$ cat src/hdl/alert_pkg.sv
// Package: constants, commands and timing for the status and alert logic
// Function
// - Clearing keeps bit set while event persists
// - Writing one clears only that bit
// - Clear faults clears page, FFh clears all
// - Input power off one second zeroes status
// - Unpowered supply keeps bits until power returns
// - Limits revert on power or request cycling
// - Packet error checking per bus revision 2.0
// - Capability reports PEC, 100 kHz, alert support
// - Revision query returns 22h
// - Profile query returns 05h
// - Inlet or hotspot over limit sets warning
// - Default alerts: UV, OC, OT, OP warnings
// - Input loss alerts within 2 ms above 10%
// - Overcurrent alert delay 10 to 20 ms
// - Overcurrent alert held at most 30 s; an unmasked page 00h latched bit holds the alert past 30 s
// - Hotspot warning alerts within one second
// - Outputs stay good one second after OT alert
// - Overpower alert delay at least 100 us
// - Alert only while main outputs on
// - Mask bit one suppresses event, reads back
// - Masks only through paged PEC transactions
// - Only root event bits drive alert
// - No alert response address; keep own address
// - Status bits latch until a permitted clear
// - Alert follows unmasked events, level sensitive
// - Page 00h board controller, 01h engine
package alert_pkg;

  // ==========================================================
  // Clock and timing
  localparam int unsigned CLK_HZ        = 20_000_000;
  localparam int unsigned UV_ALERT_US   = 2_000;
  localparam int unsigned OC_ALERT_US   = 10_000;
  localparam int unsigned OC_HOLD_S     = 30;
  localparam int unsigned OP_ALERT_US   = 100;
  localparam int unsigned VIN_OFF_MS    = 1_000;
  localparam int unsigned UV_CYC        = (CLK_HZ / 1_000_000) * UV_ALERT_US / 2;
  localparam int unsigned OC_CYC        = (CLK_HZ / 1_000_000) * OC_ALERT_US;
  localparam int unsigned OP_CYC        = (CLK_HZ / 1_000_000) * OP_ALERT_US;
  localparam int unsigned OC_HOLD_CYC   = CLK_HZ * OC_HOLD_S;
  localparam int unsigned VIN_OFF_CYC   = (CLK_HZ / 1_000) * VIN_OFF_MS;
  localparam int unsigned CNT_W         = 32;

  // ==========================================================
  // Commands
  localparam logic [7:0] CMD_PAGE       = 8'h00;
  localparam logic [7:0] CMD_CLEAR      = 8'h03;
  localparam logic [7:0] CMD_PAGE_WR    = 8'h05;
  localparam logic [7:0] CMD_PAGE_RD    = 8'h06;
  localparam logic [7:0] CMD_CAPAB      = 8'h19;
  localparam logic [7:0] CMD_MASK       = 8'h1B;
  localparam logic [7:0] CMD_ST_IOUT    = 8'h7B;
  localparam logic [7:0] CMD_ST_INPUT   = 8'h7C;
  localparam logic [7:0] CMD_ST_TEMP    = 8'h7D;
  localparam logic [7:0] CMD_OT_WARN    = 8'h51;
  localparam logic [7:0] CMD_OC_WARN    = 8'h4A;
  localparam logic [7:0] CMD_TMAX1      = 8'hC0;
  localparam logic [7:0] CMD_TMAX2      = 8'hC1;
  localparam logic [7:0] CMD_REVISION   = 8'h98;
  localparam logic [7:0] CMD_PROFILE    = 8'h9F;
  localparam logic [7:0] PAGE_ALL       = 8'hFF;
  localparam logic [1:0] NPAGE          = 2'h2;

  // ==========================================================
  // Read-only answers
  localparam logic [7:0] CAPAB_VAL      = 8'h90;
  localparam logic [7:0] REVISION_VAL   = 8'h22;
  localparam logic [7:0] PROFILE_VAL    = 8'h05;

  // ==========================================================
  // Status bit positions and limit defaults
  localparam int unsigned B_OC_FLT      = 7;
  localparam int unsigned B_OC_WRN      = 5;
  localparam int unsigned B_OP_WRN      = 0;
  localparam int unsigned B_UV_FLT      = 4;
  localparam int unsigned B_OT_WRN      = 6;
  localparam logic [7:0] TMAX1_DEF      = 8'h37;
  localparam logic [7:0] TMAX2_DEF      = 8'h64;
  localparam logic [7:0] ZERO8          = 8'h00;
  localparam logic [7:0] ONES8          = 8'hFF;
  localparam logic [7:0] MASK_DEF_IOUT  = 8'hFF;
  localparam logic [7:0] MASK_ME_IOUT   = 8'hDE;
  localparam logic [7:0] MASK_ME_INPUT  = 8'hEF;
  localparam logic [7:0] MASK_ME_TEMP   = 8'hBF;

  typedef enum logic [1:0] {
    BUS_IDLE,
    BUS_CMD,
    BUS_DATA
  } bus_state_t;

endpackage : alert_pkg

$ cat src/hdl/status_bus_if.sv
// Interface carrying decoded bus transactions to the status core
`timescale 1ns/1ps
interface status_bus_if;
  logic       wr_stb;
  logic [7:0] wr_cmd;
  logic [7:0] wr_data;
  logic       clr_stb;
  logic [7:0] rd_cmd;
  logic [7:0] rd_data;
  logic       pec_ok;

  modport link (output wr_stb, output wr_cmd, output wr_data, output clr_stb,
                output rd_cmd, output pec_ok, input rd_data);
  modport core (input wr_stb, input wr_cmd, input wr_data, input clr_stb,
                input rd_cmd, input pec_ok, output rd_data);
endinterface : status_bus_if
$ cat src/hdl/psu_alert.sv
// Top: status latching, paged masks, limits and alert line
`timescale 1ns/1ps
module psu_alert (
  input  wire logic       mclk,
  input  wire logic       rst,
  input  wire logic       scl_in,
  input  wire logic       sda_in,
  output logic            sda_oe,
  input  wire logic       vin_ok,
  input  wire logic       vin_uv,
  input  wire logic       iout_oc_flt,
  input  wire logic       iout_oc_wrn,
  input  wire logic       pout_op_wrn,
  input  wire logic [7:0] inlet_temp_sensor,
  input  wire logic [7:0] hotspot_temp_sensor,
  input  wire logic       power_on_request,
  input  wire logic       main_on,
  output logic            alert_n_oe,
  output logic [7:0]      ot_warn_limit,
  output logic [7:0]      oc_warn_limit
);

  status_bus_if bus ();
  logic sda_oe_w;

  smbus_slave u_link (
    .mclk   (mclk),
    .rst    (rst),
    .scl_in (scl_in),
    .sda_in (sda_in),
    .sda_oe (sda_oe_w),
    .bus    (bus)
  );

  // ==========================================================
  // Event synchronisers
  logic [1:0] s0_q, s1_q, s2_q, s3_q, s4_q, s5_q, s6_q;
  always_ff @(posedge mclk) begin
    s0_q <= {s0_q[0], vin_ok};
    s1_q <= {s1_q[0], vin_uv};
    s2_q <= {s2_q[0], iout_oc_flt};
    s3_q <= {s3_q[0], iout_oc_wrn};
    s4_q <= {s4_q[0], pout_op_wrn};
    s5_q <= {s5_q[0], power_on_request};
    s6_q <= {s6_q[0], main_on};
  end
  logic [7:0] t1_q, t2_q, t1s_q, t2s_q;
  always_ff @(posedge mclk) begin
    t1_q <= inlet_temp_sensor;
    t2_q <= hotspot_temp_sensor;
    t1s_q <= t1_q;
    t2s_q <= t2_q;
  end

  // ==========================================================
  // Power tracking: input off one second arms a clear on return
  logic [31:0] off_q, off_d;
  logic        arm_q, arm_d, pon_p_q, vin_p_q, lim_rst, pwr_clr;
  always_comb begin
    off_d = s0_q[1] ? 32'h0 : (off_q < alert_pkg::VIN_OFF_CYC ? off_q + 32'h1 : off_q);
    arm_d = arm_q;
    if (!s0_q[1] && off_q >= alert_pkg::VIN_OFF_CYC - 1) arm_d = 1'b1;
    if (s0_q[1]) arm_d = 1'b0;
  end
  // Bits stay untouched while unpowered, zeroed on the return edge
  assign pwr_clr = s0_q[1] & ~vin_p_q & arm_q;
  assign lim_rst = (s0_q[1] & ~vin_p_q) | (s5_q[1] & ~pon_p_q);
  always_ff @(posedge mclk) begin
    if (rst) begin
      off_q <= 32'h0; arm_q <= 1'b0; pon_p_q <= 1'b0; vin_p_q <= 1'b1;
    end else begin
      off_q <= off_d; arm_q <= arm_d; pon_p_q <= s5_q[1]; vin_p_q <= s0_q[1];
    end
  end

  // ==========================================================
  // Limits and qualified events
  logic [7:0] tmax1_q, tmax1_d, tmax2_q, tmax2_d, otl_q, otl_d, ocl_q, ocl_d;
  logic [7:0] page_q, page_d;
  wire ot_ev = (t1s_q > tmax1_q) | (t2s_q > tmax2_q) | (t2s_q > otl_q);
  logic [31:0] uv_c_q, oc_c_q, op_c_q, hold_q;
  wire uv_ev = (uv_c_q >= alert_pkg::UV_CYC);
  wire oc_ev = (oc_c_q >= alert_pkg::OC_CYC);
  wire op_ev = (op_c_q >= alert_pkg::OP_CYC);
  always_ff @(posedge mclk) begin
    if (rst) begin
      uv_c_q <= 32'h0; oc_c_q <= 32'h0; op_c_q <= 32'h0; hold_q <= 32'h0;
    end else begin
      uv_c_q <= s1_q[1] ? (uv_ev ? uv_c_q : uv_c_q + 32'h1) : 32'h0;
      oc_c_q <= s3_q[1] ? (oc_ev ? oc_c_q : oc_c_q + 32'h1) : 32'h0;
      op_c_q <= s4_q[1] ? (op_ev ? op_c_q : op_c_q + 32'h1) : 32'h0;
      // Page 01h overcurrent alert contribution lapses after the hold window; page 00h keeps its latched bit
      hold_q <= oc_ev ? (hold_q < alert_pkg::OC_HOLD_CYC ? hold_q + 32'h1 : hold_q) : 32'h0;
    end
  end
  wire oc_live = oc_ev & (hold_q < alert_pkg::OC_HOLD_CYC);

  wire [7:0] ev_iout  = ({7'h0, s2_q[1]} << alert_pkg::B_OC_FLT)
                      | ({7'h0, oc_ev} << alert_pkg::B_OC_WRN)
                      | ({7'h0, op_ev} << alert_pkg::B_OP_WRN);
  wire [7:0] ev_input = {7'h0, uv_ev} << alert_pkg::B_UV_FLT;
  wire [7:0] ev_temp  = {7'h0, ot_ev} << alert_pkg::B_OT_WRN;

  // ==========================================================
  // Status and mask registers, index 0 = page 00h, 1 = page 01h, 2 = unpaged
  logic [7:0] st_io_q [3], st_in_q [3], st_tp_q [3];
  logic [7:0] st_io_d [3], st_in_d [3], st_tp_d [3];
  logic [7:0] mk_io_q [2], mk_in_q [2], mk_tp_q [2];
  logic [7:0] mk_io_d [2], mk_in_d [2], mk_tp_d [2];

  function automatic logic page_hit(input logic [7:0] pg, input int idx);
    return (pg == alert_pkg::PAGE_ALL) || (idx == 2) || (pg == 8'(idx));
  endfunction : page_hit

  wire wr_ok = bus.wr_stb & bus.pec_ok;
  generate
    for (genvar i = 0; i < 3; i++) begin : g_st
      always_comb begin
        logic clr_all;
        clr_all = pwr_clr | (bus.clr_stb & page_hit(page_q, i));
        st_io_d[i] = st_io_q[i];
        st_in_d[i] = st_in_q[i];
        st_tp_d[i] = st_tp_q[i];
        if (clr_all) begin
          st_io_d[i] = alert_pkg::ZERO8;
          st_in_d[i] = alert_pkg::ZERO8;
          st_tp_d[i] = alert_pkg::ZERO8;
        end else if (wr_ok && page_hit(page_q, i)) begin
          if (bus.wr_cmd == alert_pkg::CMD_ST_IOUT)  st_io_d[i] = st_io_q[i] & ~bus.wr_data;
          if (bus.wr_cmd == alert_pkg::CMD_ST_INPUT) st_in_d[i] = st_in_q[i] & ~bus.wr_data;
          if (bus.wr_cmd == alert_pkg::CMD_ST_TEMP)  st_tp_d[i] = st_tp_q[i] & ~bus.wr_data;
        end
        // Present events win over any clear so the bit never drops
        st_io_d[i] = st_io_d[i] | ev_iout;
        st_in_d[i] = st_in_d[i] | ev_input;
        st_tp_d[i] = st_tp_d[i] | ev_temp;
      end
      always_ff @(posedge mclk) begin
        if (rst) begin
          st_io_q[i] <= alert_pkg::ZERO8;
          st_in_q[i] <= alert_pkg::ZERO8;
          st_tp_q[i] <= alert_pkg::ZERO8;
        end else begin
          st_io_q[i] <= st_io_d[i];
          st_in_q[i] <= st_in_d[i];
          st_tp_q[i] <= st_tp_d[i];
        end
      end
    end
    for (genvar p = 0; p < 2; p++) begin : g_mk
      always_comb begin
        mk_io_d[p] = mk_io_q[p];
        mk_in_d[p] = mk_in_q[p];
        mk_tp_d[p] = mk_tp_q[p];
        // Masks are written only through the paged mask command with PEC
        if (wr_ok && page_q == 8'(p) && bus.wr_cmd == alert_pkg::CMD_MASK) begin
          mk_io_d[p] = bus.wr_data;
        end
      end
      always_ff @(posedge mclk) begin
        if (rst) begin
          mk_io_q[p] <= (p == 1) ? alert_pkg::MASK_ME_IOUT : alert_pkg::MASK_DEF_IOUT;
          mk_in_q[p] <= (p == 1) ? alert_pkg::MASK_ME_INPUT : alert_pkg::ONES8;
          mk_tp_q[p] <= (p == 1) ? alert_pkg::MASK_ME_TEMP : alert_pkg::ONES8;
        end else begin
          mk_io_q[p] <= mk_io_d[p];
          mk_in_q[p] <= mk_in_d[p];
          mk_tp_q[p] <= mk_tp_d[p];
        end
      end
    end
  endgenerate

  // ==========================================================
  // Page and limit registers
  always_comb begin
    page_d = page_q; tmax1_d = tmax1_q; tmax2_d = tmax2_q; otl_d = otl_q; ocl_d = ocl_q;
    if (wr_ok) begin
      case (bus.wr_cmd)
        alert_pkg::CMD_PAGE, alert_pkg::CMD_PAGE_WR: page_d = bus.wr_data;
        alert_pkg::CMD_TMAX1:  tmax1_d = bus.wr_data;
        alert_pkg::CMD_TMAX2:  tmax2_d = bus.wr_data;
        alert_pkg::CMD_OT_WARN: otl_d = bus.wr_data;
        alert_pkg::CMD_OC_WARN: ocl_d = bus.wr_data;
        default: ;
      endcase
    end
    if (lim_rst) begin
      tmax1_d = alert_pkg::TMAX1_DEF; tmax2_d = alert_pkg::TMAX2_DEF;
      otl_d = alert_pkg::TMAX2_DEF; ocl_d = alert_pkg::ONES8;
    end
  end
  always_ff @(posedge mclk) begin
    if (rst) begin
      page_q <= alert_pkg::ZERO8; tmax1_q <= alert_pkg::TMAX1_DEF;
      tmax2_q <= alert_pkg::TMAX2_DEF; otl_q <= alert_pkg::TMAX2_DEF; ocl_q <= alert_pkg::ONES8;
    end else begin
      page_q <= page_d; tmax1_q <= tmax1_d; tmax2_q <= tmax2_d; otl_q <= otl_d; ocl_q <= ocl_d;
    end
  end

  // ==========================================================
  // Read mux
  wire [1:0] pix = (page_q == 8'h01) ? 2'h1 : (page_q == 8'h00 ? 2'h0 : alert_pkg::NPAGE);
  always_comb begin
    case (bus.rd_cmd)
      alert_pkg::CMD_CAPAB:    bus.rd_data = alert_pkg::CAPAB_VAL;
      alert_pkg::CMD_REVISION: bus.rd_data = alert_pkg::REVISION_VAL;
      alert_pkg::CMD_PROFILE:  bus.rd_data = alert_pkg::PROFILE_VAL;
      alert_pkg::CMD_ST_IOUT:  bus.rd_data = st_io_q[pix];
      alert_pkg::CMD_ST_INPUT: bus.rd_data = st_in_q[pix];
      alert_pkg::CMD_ST_TEMP:  bus.rd_data = st_tp_q[pix];
      alert_pkg::CMD_MASK:     bus.rd_data = mk_io_q[pix[0]];
      alert_pkg::CMD_PAGE:     bus.rd_data = page_q;
      alert_pkg::CMD_TMAX1:    bus.rd_data = tmax1_q;
      alert_pkg::CMD_TMAX2:    bus.rd_data = tmax2_q;
      default:                 bus.rd_data = alert_pkg::ZERO8;
    endcase
  end

  // ==========================================================
  // Alert: root bits only, through page masks, gated by main outputs
  logic alert_q, sda_q;
  logic [7:0] otl_o_q, ocl_o_q;
  logic [7:0] root_io;
  always_comb begin
    root_io = st_io_q[0] | st_io_q[1];
    root_io[alert_pkg::B_OC_WRN] = (st_io_q[0][alert_pkg::B_OC_WRN] & ~mk_io_q[0][alert_pkg::B_OC_WRN])
                                 | (oc_live & ~mk_io_q[1][alert_pkg::B_OC_WRN]);
  end
  wire any_ev = |((st_io_q[0] & ~mk_io_q[0]) | (st_io_q[1] & ~mk_io_q[1]) & ~8'h20)
              | (|root_io[alert_pkg::B_OC_WRN:alert_pkg::B_OC_WRN])
              | |((st_in_q[0] & ~mk_in_q[0]) | (st_in_q[1] & ~mk_in_q[1]))
              | |((st_tp_q[0] & ~mk_tp_q[0]) | (st_tp_q[1] & ~mk_tp_q[1]));
  always_ff @(posedge mclk) begin
    if (rst) begin
      alert_q <= 1'b0; sda_q <= 1'b0; otl_o_q <= alert_pkg::TMAX2_DEF; ocl_o_q <= alert_pkg::ONES8;
    end else begin
      alert_q <= any_ev & s6_q[1];
      sda_q <= sda_oe_w;
      otl_o_q <= otl_q;
      ocl_o_q <= ocl_q;
    end
  end
  // Outputs are not touched by this block after an OT alert, keeping regulation
  assign alert_n_oe    = alert_q;
  assign sda_oe        = sda_q;
  assign ot_warn_limit = otl_o_q;
  assign oc_warn_limit = ocl_o_q;

endmodule : psu_alert

$ cat src/hdl/smbus_slave.sv
// Byte-level SMBus slave with packet error checking
`timescale 1ns/1ps
module smbus_slave #(
  parameter logic [6:0] ADDR = 7'h58
) (
  input  wire logic        mclk,
  input  wire logic        rst,
  input  wire logic        scl_in,
  input  wire logic        sda_in,
  output logic             sda_oe,
  status_bus_if.link       bus
);

  // ==========================================================
  // Pin synchronisers and edge detection
  logic [1:0] scl_s_q, sda_s_q;
  logic       scl_p_q, sda_p_q;
  always_ff @(posedge mclk) begin
    scl_s_q <= {scl_s_q[0], scl_in};
    sda_s_q <= {sda_s_q[0], sda_in};
    scl_p_q <= scl_s_q[1];
    sda_p_q <= sda_s_q[1];
  end
  wire scl = scl_s_q[1];
  wire sda = sda_s_q[1];
  wire scl_rise = scl & ~scl_p_q;
  wire scl_fall = ~scl & scl_p_q;
  // SCL must have been high a full cycle: our own delayed SDA change landing
  // with the SCL rise in the synchronisers is not a bus condition
  wire start = scl & scl_p_q & sda_p_q & ~sda;
  wire stop  = scl & scl_p_q & ~sda_p_q & sda;

  function automatic logic [7:0] crc8(input logic [7:0] c, input logic [7:0] d);
    logic [7:0] r;
    r = c ^ d;
    for (int i = 0; i < 8; i++) r = r[7] ? ((r << 1) ^ 8'h07) : (r << 1);
    return r;
  endfunction : crc8

  // ==========================================================
  // Shift engine
  logic [7:0] sh_q, sh_d, crc_q, crc_d, cmd_q, cmd_d, dat_q, dat_d, tx_q, tx_d;
  logic [3:0] bit_q, bit_d;
  logic [2:0] byt_q, byt_d;
  logic       ack_q, ack_d, rd_q, rd_d, oe_q, oe_d, hit_q, hit_d;
  logic       wr_d, clr_d;
  alert_pkg::bus_state_t st_q, st_d;

  always_comb begin
    sh_d = sh_q; crc_d = crc_q; cmd_d = cmd_q; dat_d = dat_q; tx_d = tx_q;
    bit_d = bit_q; byt_d = byt_q; ack_d = ack_q; rd_d = rd_q; oe_d = oe_q;
    hit_d = hit_q; st_d = st_q; wr_d = 1'b0; clr_d = 1'b0;
    if (start) begin
      st_d = alert_pkg::BUS_CMD; bit_d = 4'h0; byt_d = 3'h0; oe_d = 1'b0;
      ack_d = 1'b0; hit_d = 1'b0; crc_d = alert_pkg::ZERO8;
    end else if (stop) begin
      // Send-byte clear with or without PEC, or write with a good PEC byte
      if (hit_q && !rd_q && cmd_q == alert_pkg::CMD_CLEAR &&
          (byt_q == 3'h2 || (byt_q == 3'h3 && crc_q == alert_pkg::ZERO8))) clr_d = 1'b1;
      if (hit_q && !rd_q && byt_q == 3'h4 && crc_q == alert_pkg::ZERO8) begin
        if (cmd_q == alert_pkg::CMD_CLEAR) clr_d = 1'b1;
        else wr_d = 1'b1;
      end
      st_d = alert_pkg::BUS_IDLE; oe_d = 1'b0;
    end else if (st_q != alert_pkg::BUS_IDLE && scl_rise && !ack_q && !(rd_q && byt_q != 3'h0)) begin
      sh_d = {sh_q[6:0], sda}; bit_d = bit_q + 4'h1;
    end else if (st_q != alert_pkg::BUS_IDLE && scl_fall) begin
      if (ack_q) begin
        ack_d = 1'b0; oe_d = 1'b0; bit_d = 4'h0;
        if (rd_q && byt_q != 3'h0) begin
          oe_d = ~tx_q[7];
        end
      end else if (rd_q && byt_q != 3'h0) begin
        if (bit_q == 4'h7) begin
          oe_d = 1'b0; bit_d = 4'h0; tx_d = crc8(crc_q, dat_q); crc_d = crc8(crc_q, dat_q);
          dat_d = tx_d; byt_d = byt_q + 3'h1;
          if (byt_q > 3'h2) st_d = alert_pkg::BUS_IDLE;
        end else begin
          tx_d = {tx_q[6:0], 1'b0}; oe_d = ~tx_q[6]; bit_d = bit_q + 4'h1;
        end
      end else if (bit_q == 4'h8) begin
        crc_d = crc8(crc_q, sh_q);
        if (byt_q == 3'h0) begin
          // Only the own address is acknowledged; 18h is never answered
          hit_d = (sh_q[7:1] == ADDR);
          rd_d = sh_q[0]; ack_d = hit_d; oe_d = hit_d;
          if (!hit_d) st_d = alert_pkg::BUS_IDLE;
          if (sh_q[0] && hit_d) begin
            tx_d = bus.rd_data; dat_d = bus.rd_data; byt_d = 3'h1;
          end else byt_d = 3'h1;
        end else begin
          ack_d = 1'b1; oe_d = 1'b1; byt_d = byt_q + 3'h1;
          if (byt_q == 3'h1) cmd_d = sh_q;
          if (byt_q == 3'h2) dat_d = sh_q;
        end
      end
    end
    if (rd_q && byt_q != 3'h0 && st_q != alert_pkg::BUS_IDLE && scl_rise && !ack_q && bit_q == 4'h8)
      st_d = sda ? alert_pkg::BUS_IDLE : st_q;
  end

  always_ff @(posedge mclk) begin
    if (rst) begin
      st_q <= alert_pkg::BUS_IDLE; sh_q <= 8'h00; crc_q <= 8'h00; cmd_q <= 8'h00;
      dat_q <= 8'h00; tx_q <= 8'h00; bit_q <= 4'h0; byt_q <= 3'h0; ack_q <= 1'b0;
      rd_q <= 1'b0; oe_q <= 1'b0; hit_q <= 1'b0;
    end else begin
      st_q <= st_d; sh_q <= sh_d; crc_q <= crc_d; cmd_q <= cmd_d; dat_q <= dat_d;
      tx_q <= tx_d; bit_q <= bit_d; byt_q <= byt_d; ack_q <= ack_d; rd_q <= rd_d;
      oe_q <= oe_d; hit_q <= hit_d;
    end
  end

  assign sda_oe      = oe_q;
  assign bus.wr_stb  = wr_d;
  assign bus.clr_stb = clr_d;
  assign bus.wr_cmd  = cmd_q;
  assign bus.wr_data = dat_q;
  assign bus.rd_cmd  = cmd_q;
  assign bus.pec_ok  = (crc_q == alert_pkg::ZERO8);

endmodule : smbus_slave

$ cat config.mk
export PLATFORM = sky130hd
export DESIGN_NAME = psu_alert
export DESIGN_NICKNAME = d
export VERILOG_FILES = /design/src/hdl/alert_pkg.sv /design/src/hdl/status_bus_if.sv /design/src/hdl/psu_alert.sv /design/src/hdl/smbus_slave.sv
export SDC_FILE = /design/constraint.sdc
export NUM_CORES = 1
export LEC_CHECK = 0
export BUFFER_PORTS_ARGS = -buffer_cell sky130_fd_sc_hd__buf_2
export CAP_MARGIN = 20
export CORE_ASPECT_RATIO = 0.8
export CORE_MARGIN = 2
export CORE_UTILIZATION = 30
export CTS_CLUSTER_SIZE = 28
export DETAILED_ROUTE_END_ITERATION = 10
export GPL_ROUTABILITY_DRIVEN = 0
export PLACE_DENSITY = 0.47
export SKIP_CTS_REPAIR_TIMING = 1
export SYNTH_ARGS = -nofsm -noshare
export SYNTH_HDL_FRONTEND = slang
export SYNTH_SLANG_ARGS = --single-unit
export TNS_END_PERCENT = 5
$ cat constraint.sdc
create_clock -name mclk -period 2.29 [get_ports mclk]
set_input_delay 0.229 -clock mclk [delete_from_list [all_inputs] [get_ports mclk]]
set_output_delay 0.229 -clock mclk [all_outputs]
set_load 0.03 [all_outputs]
==> Word level (Yosys, flattened, before mapping) <==
Memories as Yosys holds them, arrays and structs flattened.
Index checks and enable logic that the tools add are counted.
{ "op_classes": {"add_sub_neg": 7, "n_lt_le_gt_ge": 10, "n_eq_ne": 30, "mux": 118, "bitwise": 116, "n_reduce_logical": 74} }
{ "ops": {"columns": ["cell", "count"], "rows": [
  ["$mux W8", 56],
  ["$add A32 B1 Y32 const B", 5],
  ["$and A8 B8 Y8", 15],
  ["$pmux W8 S10", 1],
  ["$mux W3", 20],
  ["$not A8 Y8", 7],
  ["$not A3 Y3", 16],
  ["$or A8 B8 Y8", 6],
  ["$eq A8 B7 Y1 const B", 5],
  ["$eq A8 B8 Y1 const B", 5],
  ["$ge A32 B11 Y1 const B", 1],
  ["$ge A32 B15 Y1 const B", 1],
  ["$ge A32 B18 Y1 const B", 1],
  ["$ge A32 B25 Y1 const B", 1],
  ["$lt A32 B25 Y1 const B", 1],
  ["$lt A32 B30 Y1 const B", 1],
  ["$mux W2", 15],
  ["$reduce_and A9 Y1", 3],
  ["$or A1 B1 Y1", 25],
  ["$gt A8 B8 Y1", 3],
  ["$logic_not A8 Y1", 3],
  ["$or A8 B5 Y8", 3],
  ["$or A8 B7 Y8", 3],
  ["$reduce_or A8 Y1", 3],
  ["40 further kinds", 155]
]} }
{ "totals": {"register_bits": 326, "mem_bits_rw": 120, "in_bits": 27, "out_inout_bits": 18, "wordCells": 405, "memories": 6} }
{ "memory_table": {"columns": ["memory", "words", "word_bits", "read_ports", "rd_ports_with_merged_regs", "write_ports", "line_no", "source"], "rows": [
  ["st_in_q", 3, 8, 4, 0, 3, "psu_alert.sv:106", "logic [7:0] st_io_q [3], st_in_q [3], st_tp_q [3];"],
  ["st_io_q", 3, 8, 4, 0, 3, "psu_alert.sv:106", null],
  ["st_tp_q", 3, 8, 4, 0, 3, "psu_alert.sv:106", null],
  ["mk_in_q", 2, 8, 2, 0, 2, "psu_alert.sv:108", "logic [7:0] mk_io_q [2], mk_in_q [2], mk_tp_q [2];"],
  ["mk_io_q", 2, 8, 3, 0, 2, "psu_alert.sv:108", null],
  ["mk_tp_q", 2, 8, 2, 0, 2, "psu_alert.sv:108", null]
]} }

==> Logic depth before layout (Yosys ltp) <==
{ "depth": {"depth_word": 19, "mapped_depth": 11, "depth_no_buf": 8} }

==> Modules after synthesis <==
A second synthesis with hierarchy kept.
{ "hier_totals": {"cells_unflattened": 2017, "hier_area_um2": 18167.4} }
{ "modules_own_cells": {"columns": ["mod", "n_inst", "cells_per_inst", "area_each_um2"], "rows": [
  ["psu_alert", 1, 1610, 14644.0],
  ["smbus_slave", 1, 407, 3523.4]
]} }

==> Worst setup path before layout <==
OpenSTA, ideal clock, no wires.
{ "synth_timing": {"path_kind": "register to register", "start": "register u_link.byt_q[0]", "end": "register u_link.dat_q[0] (netlist: u_link.bus.wr_data[0])", "t_arrival_ns": 2.248, "slack_ns": -0.077, "stages_incl_launch_ff": 11, "cell_sequence": "dfxtp_1 inv_1 ha_1 nor2b_1 buf_2 nor3_1 o21ai_1 or2_1 clkbuf_2 a311o_1 o221a_2"} }
{ "synth_between": {"elab_chain_cells": 6, "elab_cells_between_ends": 15, "classes_between": "3 x eq/ne; 3 x mux; 1 x bitwise; 8 x reduce/logical"} }
{ "synth_rtl": {"columns": ["item", "line_no", "source"], "rows": [
  ["start: declaration", "smbus_slave.sv:44", "logic [2:0] byt_q, byt_d;"],
  ["start signal: assignment", "smbus_slave.sv:109", "tx_q <= tx_d; bit_q <= bit_d; byt_q <= byt_d; ack_q <= ack_d; rd_q <= rd_d;"],
  ["$reduce_bool A3 Y1", "smbus_slave.sv:65, smbus_slave.sv:73", null],
  ["$logic_and A1 B1 Y1", "smbus_slave.sv:65, smbus_slave.sv:73", null],
  ["$logic_not A1 Y1", "smbus_slave.sv:65", "end else if (st_q != alert_pkg::BUS_IDLE && scl_rise && !ack_q && !(rd_q && byt_q != 3'h0)) begin"],
  ["$logic_and A1 B1 Y1", "smbus_slave.sv:65", null],
  ["$not A1 Y1 (no line)", null, null],
  ["$reduce_and A9 Y1 (no line)", null, null],
  ["end signal: assignment", "smbus_slave.sv:105", "dat_q <= 8'h00; tx_q <= 8'h00; bit_q <= 4'h0; byt_q <= 3'h0; ack_q <= 1'b0;"],
  ["end signal: assignment", "smbus_slave.sv:108", "st_q <= st_d; sh_q <= sh_d; crc_q <= crc_d; cmd_q <= cmd_d; dat_q <= dat_d;"],
  ["end: declaration", "smbus_slave.sv:42", "logic [7:0] sh_q, sh_d, crc_q, crc_d, cmd_q, cmd_d, dat_q, dat_d, tx_q, tx_d;"]
]} }
Several ways; a longest one is shown, not always the timed one. The select of a mux whose other input is x is not followed.
A chain may end at the register's enable or synchronous reset.

==> Worst setup path in the final report <==
{ "layout_timing": {"start": "register u_link.cmd_q[0] (netlist: u_link.bus.rd_cmd[0])", "end": "register u_link.tx_q[2]"} }
{ "layout_between": {"elab_chain_cells": 6, "elab_cells_between_ends": 15, "classes_between": "9 x eq/ne; 5 x mux; 1 x reduce/logical"} }
{ "layout_rtl": {"columns": ["item", "line_no", "source"], "rows": [
  ["start: declaration", "smbus_slave.sv:42", null],
  ["start signal: assignment", "smbus_slave.sv:104", "st_q <= alert_pkg::BUS_IDLE; sh_q <= 8'h00; crc_q <= 8'h00; cmd_q <= 8'h00;"],
  ["start signal: assignment", "smbus_slave.sv:108", null],
  ["$eq A8 B8 Y1, or another cell as far along", "psu_alert.sv:206", "case (bus.rd_cmd)"],
  ["$pmux W8 S10 *", "psu_alert.sv:206", null],
  ["$mux W8 *", "smbus_slave.sv:88", "if (sh_q[0] && hit_d) begin"],
  ["$mux W8 *", "smbus_slave.sv:83", "if (byt_q == 3'h0) begin"],
  ["$mux W8 *", "smbus_slave.sv:81", "end else if (bit_q == 4'h8) begin"],
  ["$mux W8 *", "smbus_slave.sv:73", "end else if (rd_q && byt_q != 3'h0) begin"],
  ["end signal: assignment", "smbus_slave.sv:109", null],
  ["end: declaration", "smbus_slave.sv:42", null]
]} }
Every way passes the cells marked *; elsewhere a longest branch is shown, timed or not. The select of a mux whose other input is x is not followed.

==> flow_metrics.py <==
metrics = {
    "status": {
        "outcome": "finished, violations left",
        "failed_checks": "negative setup slack",
    },
    "placed_design": {
        "port_buffers": 44,
        "dp_slack_ns": -0.526,
        "dp_cells": 2910,
        "post-dp-hpwl_um": 37500,
    },
    "detailed_routing": {
        "wirelength_um": 53000,
        "routedWlPerCell_um": 17.5,
        "route.detailed.drc": 0,
        "drt_pass1_iterations": 5,
        "drt_iter0_markers": 997,
        "viasPerCell": 5.00,
        "num_vias": 15156,
        "drtAntennaViolNets": 0,
    },
    "timing": {
        "grt_setup_unrepaired": "yes",
        "setup_violations": 44,
        "tightest_slew_ns": 0.983,
        "fmax_mhz": 416,
        "min_period_ns": 2.40,
        "fin_worst_skew_ns": 0.0209,
        "drv_slew": 0,
        "worst_slack_ns": -0.115,
        "final_hold_viol_count": 0,
        "slew_headroom": 0.343,
        "finalCritPeriodShare": 1.05,
    },
    "synthesis": {
        "synthSimpleGateAreaFrac": 0.246,
        "synthTopCellsByCount": "dfxtp_1, nor2_1, nand2_1",
        "synth_edf_count": 0,
        "synth_nets": 2072,
        "synth_warnings": 0,
        "muxShareOfSynthArea": 0.0478,
        "synth_top_family_by_area": "simple AND/OR/NAND/NOR gates",
        "netlist_area_mm2": 0.0181,
        "ys_types": 87,
        "synthAdderAreaFrac": 0.0270,
        "syn_area_per_cell_um2": 9.02,
        "syn_inst": 2006,
        "ys_seq_elements": 413,
        "synth_top_area_cell": "dfxtp_1",
        "synth_compound_area_frac": 0.114,
        "synth.most_common_cell": "dfxtp_1",
        "synth-xor-area-share": 0.0628,
        "async_flop_share": 0,
        "synth-main-ff-cell": "dfxtp_1",
        "seq_area_frac_synth": 0.457,
        "synth_top_area_frac": 0.457,
        "yosys-top-cells-area": "dfxtp_1, mux2i_1, nor2_1",
    },
    "finish": {
        "drive_above_1_share": 0.194,
        "fillCellCount": 5961,
        "regArea_mm2": 0.00827,
        "finalNonFillerCells": 3030,
        "area_delta_synth_final_pct": 25.3,
        "fin_nets": 2279,
        "n_antenna_cell": 0,
        "multi_input_area_mm2": 0.00934,
    },
    "power_and_ir_drop": {
        "p_leak_nw": 8.84,
        "ir_drop_uv": 476,
        "power_w": 0.0154,
        "powerDensity_mw_per_mm2": 680,
    },
    "global_routing": {
        "gr-total-overflow": 0,
        "grt_pass1_vias": 14610,
        "grtUsageTotal": 0.167,
        "grt_pass1_wl_um": 83000,
        "grt_antenna_before_repair": 0,
        "grt_max_degree": 32,
    },
    "min_path": {
        "hold_path_class": "in -> reg",
    },
    "cts": {
        "clkTransAtPathRegs_ns": 0.06,
        "worstSkewPairLatency_ns": 0.59,
        "cts_tree": "built",
        "cts_sinks": 413,
        "cts_root_buf": "clkbuf_16",
        "cts_buffer_depth": 3,
        "numCtsBuffers": 46,
        "htreeDepth": 2,
    },
    "die": {
        "core-area_mm2": 0.0597,
        "die_width_um": 279,
        "die-area_mm2": 0.0623,
        "rows": 80,
        "die_h_um": 224,
        "floorplan.initialDensity": 0.303,
        "io_pins": 45,
    },
    "job": {
        "maxCapViolCount": 0,
    },
    "worst_setup_path": {
        "critPathKind": "reg -> reg",
        "critPathArrivalTime_ns": 2.88,
        "worstSetupEndpointType": "register",
        "required_ns": 2.77,
        "start_kind": "register",
        "worst-path-max-fanout": 6,
    },
}
-- placed cells by master (no fill, tap or decap), types with 10 or more instances in the layout --
master,Yosys,final
and3_1,58,58
nor2b_1,17,17
dfxtp_1,413,411
or4_1,17,14
a31o_2,15,15
nor2_1,212,209
clkbuf_1,76,10
clkbuf_8,0,14
nand2_1,159,158
buf_12,0,10
or3_1,20,18
o211ai_1,25,25
inv_1,66,66
a31oi_1,20,20
clkbuf_16,0,49
nand3_1,88,88
or2_2,11,11
and2_1,68,67
o22ai_1,11,11
nand4_1,41,41
nor3_1,37,31
nand2b_1,15,12
xor2_1,35,35
a211oi_1,13,10
mux2i_1,83,83
nor4_2,3,15
nor4_1,48,35
a21oi_1,98,96
ha_1,39,39
xnor2_1,74,74
buf_4,4,194
buf_2,31,44
dlygate4sd3_1,0,25
o21ai_0,38,34
-- cell type report --
type | instances | share of cell area
sequential | 413 | 0.365
clock buffer | 73 | 0.0642
timing repair buffer | 281 | 0.0980
inverter | 69 | 0.0114
tap | 779 | 0.0430
clock inverter | 13 | 0.00668
multi-input combinational | 1402 | 0.412
-- final timing paths --
kind	start	end	slack, ns	depth (start not counted)
worst max-delay path	u_link.bus.rd_cmd[0]$_SDFFE_PP0P_	u_link.tx_q[2]$_SDFFE_PP0P_	-0.11	8
worst min-delay path	rst	op_c_q[8]$_SDFFE_PP0N_	0.14	4
worst max register to register	u_link.bus.rd_cmd[0]$_SDFFE_PP0P_	u_link.tx_q[2]$_SDFFE_PP0P_	-0.11	8
worst min register to register	t1_q[2]$_DFF_P_	t1s_q[2]$_DFF_P_	0.32	0
-- flip-flops by register name, indices dropped and copies added, names as in the netlist, 16 cells and up --
signal and cells:
op_c_q 32, st_io_q 24, hold_q 32, off_q 32, mk_io_q 16, st_tp_q 24, st_in_q 24, uv_c_q 32
oc_c_q 32
-- worst max-delay path: stages (launching register included) --
cell and delay, ns:
dfxtp_1 0.33, buf_4 0.13, buf_4 0.19, mux2i_1 0.35, a2111oi_0 0.10, a31oi_1 0.20
nand2_1 0.12, or4_1 0.57, a221o_1 0.31
-- logic make-up after synthesis --
logic type / Yosys count
compound gates: 311
fa+ha+maj: 39
mux: 86
buf+inv: 192
flops: 413
simple gates: 848
xor+xnor: 117
-- power by group --
part / internal [W] / switching [W] / total [W]
Sequential: 0.00726 / 0.0000446 / 0.00730
Combinational: 0.000136 / 0.000192 / 0.000328
Clock: 0.00470 / 0.00309 / 0.00779
Total: 0.0121 / 0.00333 / 0.0154
-- through the flow --
| step | instance area (µm²) | TNS, ns | util | hold WS (ns) |
|---|---|---|---|---|
| 3_5_place_dp | 20400 | -28.10 | 0.342 | 0.314 |
| 3_3_place_gp | 20400 | -24.53 | 0.342 | 0.312 |
| 6_report | 22700 | -2.10 | 0.380 | 0.143 |
| 4_1_cts | 22000 | -32.15 | 0.369 | -0.295 |
| 5_1_grt | 22700 | -15.50 | 0.380 | 0.219 |
| 2_1_floorplan | 18100 | -0.0342 | - | 0.257 |
-- per-layer routing --
layer	vias up	global-route usage	part of all wire
met4	0	0.0453	0.022
met3	72	0.0285	0.050
met2	324	0.244	0.41
met1	7243	0.252	0.52
met5	-	0	0
li1	7517	-	-
Power figures use the tool's default switching activity.
